File: src/verilog/rsx_params.svh
// constants for the rotate/swap/xor/direction-load datapath
`ifndef RSX_PARAMS_SVH
`define RSX_PARAMS_SVH
`define RSX_DATA_W 8
`define RSX_ADDR_W 5
`define RSX_FILE_DEPTH 32
`define RSX_DIR_PORT_ADDR 5'h06
`define RSX_ACC_RST 8'h00
`define RSX_DIR_RST 8'hff
`define RSX_FILE_RST 8'h00
`define RSX_FLAG_RST 1'b0
`define RSX_ZERO_BYTE 8'h00
`endif

File: src/verilog/rsx_pkg.sv
// types shared by the datapath files
`default_nettype none
package rsx_pkg;
  typedef enum logic [2:0] {
    op_none = 3'b000,
    rotate_right_carry_op = 3'b001,
    nibble_swap_op = 3'b010,
    direction_load_op = 3'b011,
    xor_literal_op = 3'b100,
    xor_file_op = 3'b101
  } op_t;

  typedef struct packed {
    op_t op;
    logic [4:0] faddr;
    logic dest_file;
    logic [7:0] literal;
  } instr_t;

  typedef struct packed {
    logic [7:0] result;
    logic carry_out;
    logic carry_we;
    logic zero_we;
    logic acc_we;
    logic file_we;
    logic dir_we;
  } alu_out_t;
endpackage
`default_nettype wire

File: src/verilog/rsx_alu.sv
// combinational operation unit for the datapath
`include "rsx_params.svh"
`timescale 1ns/1ps
`default_nettype none
module rsx_alu
(
  input wire rsx_pkg::instr_t instr,
  input wire logic instr_valid,
  input wire logic [7:0] acc,
  input wire logic [7:0] fval,
  input wire logic carry_in,
  output rsx_pkg::alu_out_t res
);
  always_comb
  begin
    res = '0;
    if (instr_valid)
    begin
      unique case (instr.op)
        rsx_pkg::rotate_right_carry_op:
        begin
          res.result = {carry_in, fval[7:1]};
          res.carry_out = fval[0];
          res.carry_we = 1'b1;
          res.acc_we = ~instr.dest_file;
          res.file_we = instr.dest_file;
        end
        rsx_pkg::nibble_swap_op:
        begin
          res.result = {fval[3:0], fval[7:4]};
          res.acc_we = ~instr.dest_file;
          res.file_we = instr.dest_file;
        end
        rsx_pkg::direction_load_op:
        begin
          res.result = acc;
          res.dir_we = (instr.faddr == `RSX_DIR_PORT_ADDR);
        end
        rsx_pkg::xor_literal_op:
        begin
          res.result = acc ^ instr.literal;
          res.zero_we = 1'b1;
          res.acc_we = 1'b1;
        end
        rsx_pkg::xor_file_op:
        begin
          res.result = acc ^ fval;
          res.zero_we = 1'b1;
          res.acc_we = ~instr.dest_file;
          res.file_we = instr.dest_file;
        end
        default:
        begin
          res = '0;
        end
      endcase
    end
  end
endmodule // rsx_alu
`default_nettype wire

File: src/verilog/rotate_swap_xor_direction_load_op_datapath.sv
// top of the rotate/swap/xor/direction-load datapath
// What this block does
// - rotate right moves the addressed file register one bit down through carry, changing only carry.
// - rotate right writes the accumulator when the destination bit is 0, else the file register.
// - nibble swap exchanges the two halves, writes accumulator or file register, and leaves flags alone.
// - direction load with operand 6 copies the accumulator into the port direction register, flags unchanged.
// - literal xor combines accumulator and literal into the accumulator and updates zero.
// - file xor combines accumulator and addressed file register and updates only zero.
// - file xor writes the accumulator when the destination bit is 0, else the file register.
`include "rsx_params.svh"
`timescale 1ns/1ps
`default_nettype none
module rotate_swap_xor_direction_load_op_datapath
#(
  parameter int FILE_DEPTH = `RSX_FILE_DEPTH
)
(
  input wire logic core_clk,
  input wire logic resetn,
  input wire logic instr_valid,
  input wire rsx_pkg::instr_t instr,
  output logic [7:0] acc_q,
  output logic carry_q,
  output logic zero_q,
  output logic [7:0] dir_q,
  output logic [7:0] file_rd_q
);
  // ----------------------------------------------------------
  // state
  // ----------------------------------------------------------
  logic [7:0] acc_r, acc_nxt;
  logic carry_r, carry_nxt;
  logic zero_r, zero_nxt;
  logic [7:0] dir_r, dir_nxt;
  logic [7:0] mem_r [FILE_DEPTH];
  logic [7:0] mem_nxt [FILE_DEPTH];
  logic [7:0] rd_r, rd_nxt;
  logic [7:0] fval;
  rsx_pkg::alu_out_t res;

  function automatic logic is_zero(input logic [7:0] v);
    is_zero = (v == `RSX_ZERO_BYTE);
  endfunction

  assign fval = mem_r[instr.faddr];

  rsx_alu u_alu
  (
    .instr(instr),
    .instr_valid(instr_valid),
    .acc(acc_r),
    .fval(fval),
    .carry_in(carry_r),
    .res(res)
  );

  // ----------------------------------------------------------
  // accumulator and status flags
  // ----------------------------------------------------------
  always_comb
  begin
    acc_nxt = acc_r;
    carry_nxt = carry_r;
    zero_nxt = zero_r;
    if (res.acc_we)
    begin
      acc_nxt = res.result;
    end
    if (res.carry_we)
    begin
      carry_nxt = res.carry_out;
    end
    if (res.zero_we)
    begin
      zero_nxt = is_zero(res.result);
    end
  end

  always_ff @(posedge core_clk or negedge resetn)
  begin
    if (!resetn)
    begin
      acc_r <= `RSX_ACC_RST;
      carry_r <= `RSX_FLAG_RST;
      zero_r <= `RSX_FLAG_RST;
    end
    else
    begin
      acc_r <= acc_nxt;
      carry_r <= carry_nxt;
      zero_r <= zero_nxt;
    end
  end

  // ----------------------------------------------------------
  // port direction register
  // ----------------------------------------------------------
  always_comb
  begin
    dir_nxt = dir_r;
    if (res.dir_we)
    begin
      dir_nxt = res.result;
    end
  end

  always_ff @(posedge core_clk or negedge resetn)
  begin
    if (!resetn)
    begin
      dir_r <= `RSX_DIR_RST;
    end
    else
    begin
      dir_r <= dir_nxt;
    end
  end

  // ----------------------------------------------------------
  // file registers and read-back copy
  // ----------------------------------------------------------
  always_comb
  begin
    for (int i = 0; i < FILE_DEPTH; i++)
    begin
      mem_nxt[i] = mem_r[i];
    end
    if (res.file_we)
    begin
      mem_nxt[instr.faddr] = res.result;
    end
    rd_nxt = res.file_we ? res.result : fval;
  end

  always_ff @(posedge core_clk or negedge resetn)
  begin
    if (!resetn)
    begin
      rd_r <= `RSX_FILE_RST;
      for (int i = 0; i < FILE_DEPTH; i++)
      begin
        mem_r[i] <= `RSX_FILE_RST;
      end
    end
    else
    begin
      rd_r <= rd_nxt;
      for (int i = 0; i < FILE_DEPTH; i++)
      begin
        mem_r[i] <= mem_nxt[i];
      end
    end
  end

  assign acc_q = acc_r;
  assign carry_q = carry_r;
  assign zero_q = zero_r;
  assign dir_q = dir_r;
  assign file_rd_q = rd_r;

  logic rot_go, swp_go, dir_go, xl_go, xf_go;
  assign rot_go = instr_valid && instr.op == rsx_pkg::rotate_right_carry_op;
  assign swp_go = instr_valid && instr.op == rsx_pkg::nibble_swap_op;
  assign dir_go = instr_valid && instr.op == rsx_pkg::direction_load_op;
  assign xl_go = instr_valid && instr.op == rsx_pkg::xor_literal_op;
  assign xf_go = instr_valid && instr.op == rsx_pkg::xor_file_op;

  // only the port direction operand loads the register
  logic dir6_go;
  assign dir6_go = dir_go && instr.faddr == `RSX_DIR_PORT_ADDR;
endmodule // rotate_swap_xor_direction_load_op_datapath
`default_nettype wire

File: config.mk
export PLATFORM = sky130hd
export DESIGN_NAME = rotate_swap_xor_direction_load_op_datapath
export DESIGN_NICKNAME = d
export VERILOG_FILES = /design/src/verilog/rsx_pkg.sv /design/src/verilog/rsx_alu.sv /design/src/verilog/rotate_swap_xor_direction_load_op_datapath.sv
export VERILOG_INCLUDE_DIRS = /design/src /design/src/verilog
export SDC_FILE = /design/constraint.sdc
export NUM_CORES = 1
export LEC_CHECK = 0
export BUFFER_PORTS_ARGS = -buffer_cell sky130_fd_sc_hd__buf_2
export CORE_ASPECT_RATIO = 0.6
export CORE_UTILIZATION = 56
export DETAILED_ROUTE_END_ITERATION = 8
export PLACE_DENSITY = 0.73
export SYNTH_ARGS = -nofsm -noshare
export SYNTH_HDL_FRONTEND = slang
export SYNTH_SLANG_ARGS = --single-unit
File: constraint.sdc
create_clock -name core_clk -period 2.3 [get_ports core_clk]
set_input_delay 0.69 -clock core_clk [delete_from_list [all_inputs] [get_ports core_clk]]
set_output_delay 0.69 -clock core_clk [all_outputs]
set_load 0.05 [all_outputs]
Word-level counts from Yosys, hierarchy flattened
Cells that the tools add are included.
Cells by class
  eq/ne operators: 6
  muxes and demuxes: 14
  magnitude comparators: 2
  bitwise gates (word level): 4
  reduce and logical (&&, ||, !) cells: 4
Operators with widths (number)
  $bwmux W256: 1
  $bmux W8 S5: 1
  $demux W8 S5: 1
  $pmux W8 S5: 1
  $mux W8: 4
  $xor A8 B8 Y8: 2
  $mux W14: 1
  $logic_not A8 Y1: 1
  $eq A3 B2 Y1 const B: 2
  $eq A3 B3 Y1 const B: 2
  $ge A6 B6 Y1 const B: 1
  $lt A6 B1 Y1 const B: 1
  $not A5 Y6: 1
  $eq A5 B3 Y1 const B: 1
  $eq A3 B1 Y1 const B: 1
  $mux W1: 3
  $reduce_or A3 Y1: 1
  $mux W2: 1
  $pmux W1 S2: 1
  $reduce_or A2 Y1: 1
  $logic_and A1 B1 Y1: 1
  $not A1 Y1: 1
Storage, ports and cells
  register bits: 282
  word-level logic and storage cells: 67
  output and inout bits: 26

Logic depth before layout (Yosys ltp)
  word-level depth: 8
  depth in mapped cells: 13
  mapped depth without buffers: 8

Cells and area by module
From an unflattened synthesis, not the netlist that was laid out.
Second synthesis, totals
  cells, all modules: 1013
  area total of the unflattened synthesis: 13489.2 µm²
By module, submodules not included
  rotate_swap_xor_direction_load_op_datapath: times used 1, sequential area each 7066.8 µm², cells an instance 931, area an instance 12873.6 µm²
  rsx_alu: times used 1, sequential area each 0.0 µm², cells an instance 82, area an instance 615.6 µm²

Least setup slack after synthesis
Ideal clock, no wire load.
  path type: input -> register
  start point: in instr[10] (netlist name)
  end point: reg zero_r, in the netlist zero_q
  library setup time: 0.103 ns
  required time: 2.197 ns
  data arrival time: 2.980 ns
  setup slack: -0.784 ns
  stages on the path: 12
  path through: buf_6 buf_6 buf_6 buf_6 mux2i_1 o22ai_1 nor4_4 nand2_2 a21oi_1 a211oi_2 or4_1 o41ai_2
On the way
  longest elaborated chain between the ends: 8
RTL lines
  start, declared: RTL line rotate_swap_xor_direction_load_op_datapath.sv:21  | input wire rsx_pkg::instr_t instr,
  $not A5 Y6 (implied by the code) (*): RTL line rotate_swap_xor_direction_load_op_datapath.sv:45  | assign fval = mem_r[instr.faddr];
  $bmux W8 S5 (*): RTL line rotate_swap_xor_direction_load_op_datapath.sv:45
  $mux W8 (implied by the code) (*) (2 in series): RTL line rotate_swap_xor_direction_load_op_datapath.sv:45
  $xor A8 B8 Y8: RTL line rsx_alu.sv:47  | res.result = acc ^ fval;
  $pmux W8 S5 (*): RTL line rsx_alu.sv:19  | unique case (instr.op)
  $mux W14 (*): RTL line rsx_alu.sv:17  | if (instr_valid)
  $logic_not A8 Y1 (no source line) (*)
  end signal, assigned: RTL line rotate_swap_xor_direction_load_op_datapath.sv:85  | zero_r <= `RSX_FLAG_RST;
  end signal, assigned: RTL line rotate_swap_xor_direction_load_op_datapath.sv:91  | zero_r <= zero_nxt;
  end, declared: RTL line rotate_swap_xor_direction_load_op_datapath.sv:33  | logic zero_r, zero_nxt;
Mark *: on every way between the ends. The rest lies on a longest branch, timed or not. The select of a mux whose other input is x is not followed.
A chain may end at the register's enable or synchronous reset.

Final worst setup path
Same ends and word-level chain as after synthesis.

==> Implementation_results.wiki <==
{| class="wikitable"
! Metric !! Value
|-
| Status || complete, but fails checks
|-
| Violated checks || setup timing
|-
| Sequential element share of the synthesized area || 52.04%
|-
| Area Growth Syn to Fin || 36.79%
|-
| Arr. time, crit path || 3.40 ns
|-
| Die Footprint || 24,900 um^2
|-
| I/O pin total || 46
|-
| Final routed wire length divided by cell count || 26.21 um
|-
| Clk slew on worst S/H paths || 0.07 ns
|-
| Mean instance size in the synthesized netlist || 12.11 um^2
|-
| Cell with the most instances on the worst path || buf_4
|-
| Final worst-path setup slack || -0.6538 ns
|-
| TritonCTS buffer count || 26
|-
| Worst max-slew margin expressed relative to the limit || 61.49%
|-
| Combined buffer and inverter count along the critical path || 4
|-
| Root Buffer Master || clkbuf_16
|-
| Die span in x || 203.0 um
|-
| Worst reg2reg path endpoint || zero_q
|-
| GRT overflow || 0
|-
| Fin Clk Skew || 0.009646 ns
|-
| P per Cell Area || 591.7 nW/um^2
|-
| TritonRoute pass-1 iters || 5
|-
| Number of enable-type register cells in the synthesized netlist || 0
|-
| Post-detailed-route count of antenna-violating nets || 0
|-
| Cells along the critical path || buf_16, buf_12, buf_4, mux2i_1, o22ai_2, nor4_4, nand2_2, a21boi_2, a211oi_4, buf_4, or2_2, o41ai_2
|-
| Critical path depth || 12
|-
| Setup CP Type || in -> reg
|-
| Layout net count || 1,454
|-
| H-tree level count || 1
|-
| Startpoint class of the critical path || input pin
|-
| Post-layout min period || 2.954 ns
|-
| Worst slew pin tran || 0.5776 ns
|-
| TritonCTS clock tree || built
|-
| Via count || 11,030
|-
| Most used flip-flop cell after synthesis || dfrtp_1
|-
| Detailed-route wire length || 46.37 mm
|-
| Tightest Hold Check Type || in -> async
|-
| Insertion delay of the later-clocked pin in the worst-skew pair || 0.55 ns
|-
| Total of flip-flops plus latches after synthesis || 282
|-
| Pin count of the biggest net entering global routing || 64
|-
| Most common library cell in the layout ignoring fill and taps || dfrtp_1
|-
| Hold buffers post-CTS || 0
|-
| Standard-cell row count || 43
|-
| Antenna violations before repair || 0
|-
| Achievable frequency || 338.6 MHz
|-
| Detailed Place HPWL || 31.33 mm
|-
| Floorplan Core Area || 23,460 um^2
|-
| CP max-delay cell || nor4_4
|-
| Die extent in y || 122.6 um
|-
| Number of hold-slack violations in the final timing report || 0
|-
| Number of standard cells after synthesis || 1,121
|-
| Post-route DRC || 0
|-
| Maximum buffer depth of the clock tree || 3
|-
| Placer congestion estimate || 0.9676
|-
| Count of different cell masters after synthesis || 54
|-
| Total Power Consumption || 10,990 uW
|-
| Worst setup EP type || register
|-
| R2R Setup Slk || -0.47 ns
|-
| Share of final-layout standard cells stronger than drive strength 1 || 50.48%
|-
| Cell Area, Synth || 13,580 um^2
|-
| Unrepaired setup endpoints after global routing || true
|-
| VDD IR max || 0.0006126 V
|-
| Critical R2R Launch || mem_r[174]
|-
| Buffers added on ports || 45
|-
| Post-synth ARST share || 100.0%
|-
| Drt first-iter violations || 1,244
|-
| Worst R2R Path Depth || 11
|-
| Wire length of the first global-routing pass || 69.15 mm
|-
| Number of nets produced by synthesis || 1,141
|-
| Worst EP required || 2.75 ns
|-
| Setup-violating endpoint count in the final report || 281
|-
| Setup Total Neg Slack || -132.10 ns
|-
| Yosys warnings || 0
|-
| Final period utilization || 128.4%
|-
| Count of inserted antenna diode cells || 0
|-
| Leading cell types in the layout, fill and taps excluded || 274 x dfrtp_1, 261 x buf_4, 142 x mux2_2
|-
| Max-cap violations || 0
|-
| Number of vias per cell || 6.235
|-
| Slowest stage delay, CP || 0.40 ns
|-
| Lkg Pwr || 0.009075 uW
|-
| Starting density of the core || 57.89%
|-
| Final max-slew violation count || 0
|-
| Worst-path maximum fanout || 14
|-
| Overall fraction of global-route tracks in use || 37.70%
|-
| Number of global-route vias before repair || 10,831
|-
| Crit-path leading delay family || simple AND/OR/NAND/NOR gates
|-
| Count of clock tree sinks || 282
|}
## worst register-to-register path, delay by kind of cell (launching register included)
family	cells	cell delay (ns)
AO/OA/AOI/OAI	4	0.72
multiplexers	1	0.20
AND/OR/NAND/NOR	3	0.83
buffers and inverters	3	0.53
flip-flops	1	0.39
## layer usage
| layer | routed length [um] | vias to the layer above | track usage [%] |
|---|---|---|---|
| li1 | - | 4684 | - |
| met1 | 21260 | 5701 | 58.83 |
| met2 | 19220 | 573 | 52.29 |
| met3 | 5081 | 72 | 9.904 |
| met4 | 802 | 0 | 7.472 |
| met5 | 0 | - | 0 |
## where the power goes
group          internal (uW)  total [uW]  switching [uW]
Clock                   2370        4290            1920
Combinational            633        1490             861
Sequential              5090        5210             111
## metrics by stage
step	cells	cell area, um^2	util, %	setup WS, ns	hold slack [ns]
3_3_place_gp	1693	16760	71.46	-1.594	0.4567
2_1_floorplan	1121	14220	-	-0.6547	0.3944
4_1_cts	1761	18260	77.83	-0.5376	0.1172
6_report	1769	18580	79.19	-0.6538	0.09354
3_5_place_dp	1693	16760	71.46	-1.645	0.4624
5_1_grt	1769	18580	79.19	-0.7046	0.1166
## cells by family after synthesis
| logic type | share of synthesized area [%] |
|---|---|
| compound gates | 6.385 |
| xor+xnor | 0.6450 |
| mux | 28.35 |
| buf+inv | 3.105 |
| simple gates | 9.480 |
| flops | 52.04 |
## Yosys cell counts (8+ instances only)
cell / count / area (um^2)
a21oi_1: 13 / 65.06
nor2b_1: 9 / 56.30
buf_6: 9 / 101.4
dfstp_2: 8 / 210.2
clkbuf_1: 35 / 131.4
o21ai_0: 36 / 180.2
nand3_1: 14 / 70.07
buf_2: 23 / 115.1
mux2i_1: 136 / 1361
nor4_1: 10 / 62.56
nand2b_1: 9 / 56.30
xor2_1: 8 / 70.07
nor2_1: 36 / 135.1
dfrtp_1: 274 / 6857
mux2_2: 220 / 2477
o22ai_1: 64 / 400.4
nand2_1: 127 / 476.7
## sequential cells by signal, indices dropped and copies added, names as in the netlist
register	cells
mem_r	256
zero_q	1
acc_q	8
file_rd_q	8
dir_q	8
carry_q	1
## what timing repair did
item                                    4_1_cts  5_1_grt
pin swaps                                    19       16
cloned                                        4        1
setup buffers                                16        7
gates resized for setup                      86       46
endpoints found under the setup margin      281      281
## worst max path at each step
stage / slack, ns / to / from
detailed placement: -1.64 / mem_r[96] / instr[12]
CTS: -0.54 / zero_q / instr[10]
global placement: -1.59 / mem_r[128] / instr[12]
finish: -0.65 / zero_q / instr[10]
floorplan: -0.65 / zero_q / instr[10]
global route: -0.70 / zero_q / instr[10]
## cell type report
class                      instances  area [um^2]
timing repair buffer             359         3226
clock inverter                     9        70.07
fill                            1430         4881
clock buffer                      39        750.7
sequential                       282         7067
inverter                           8        30.03
tap                              315        394.1
multi-input combinational        757         7039
No activity file was read; power rests on OpenSTA's default activity.
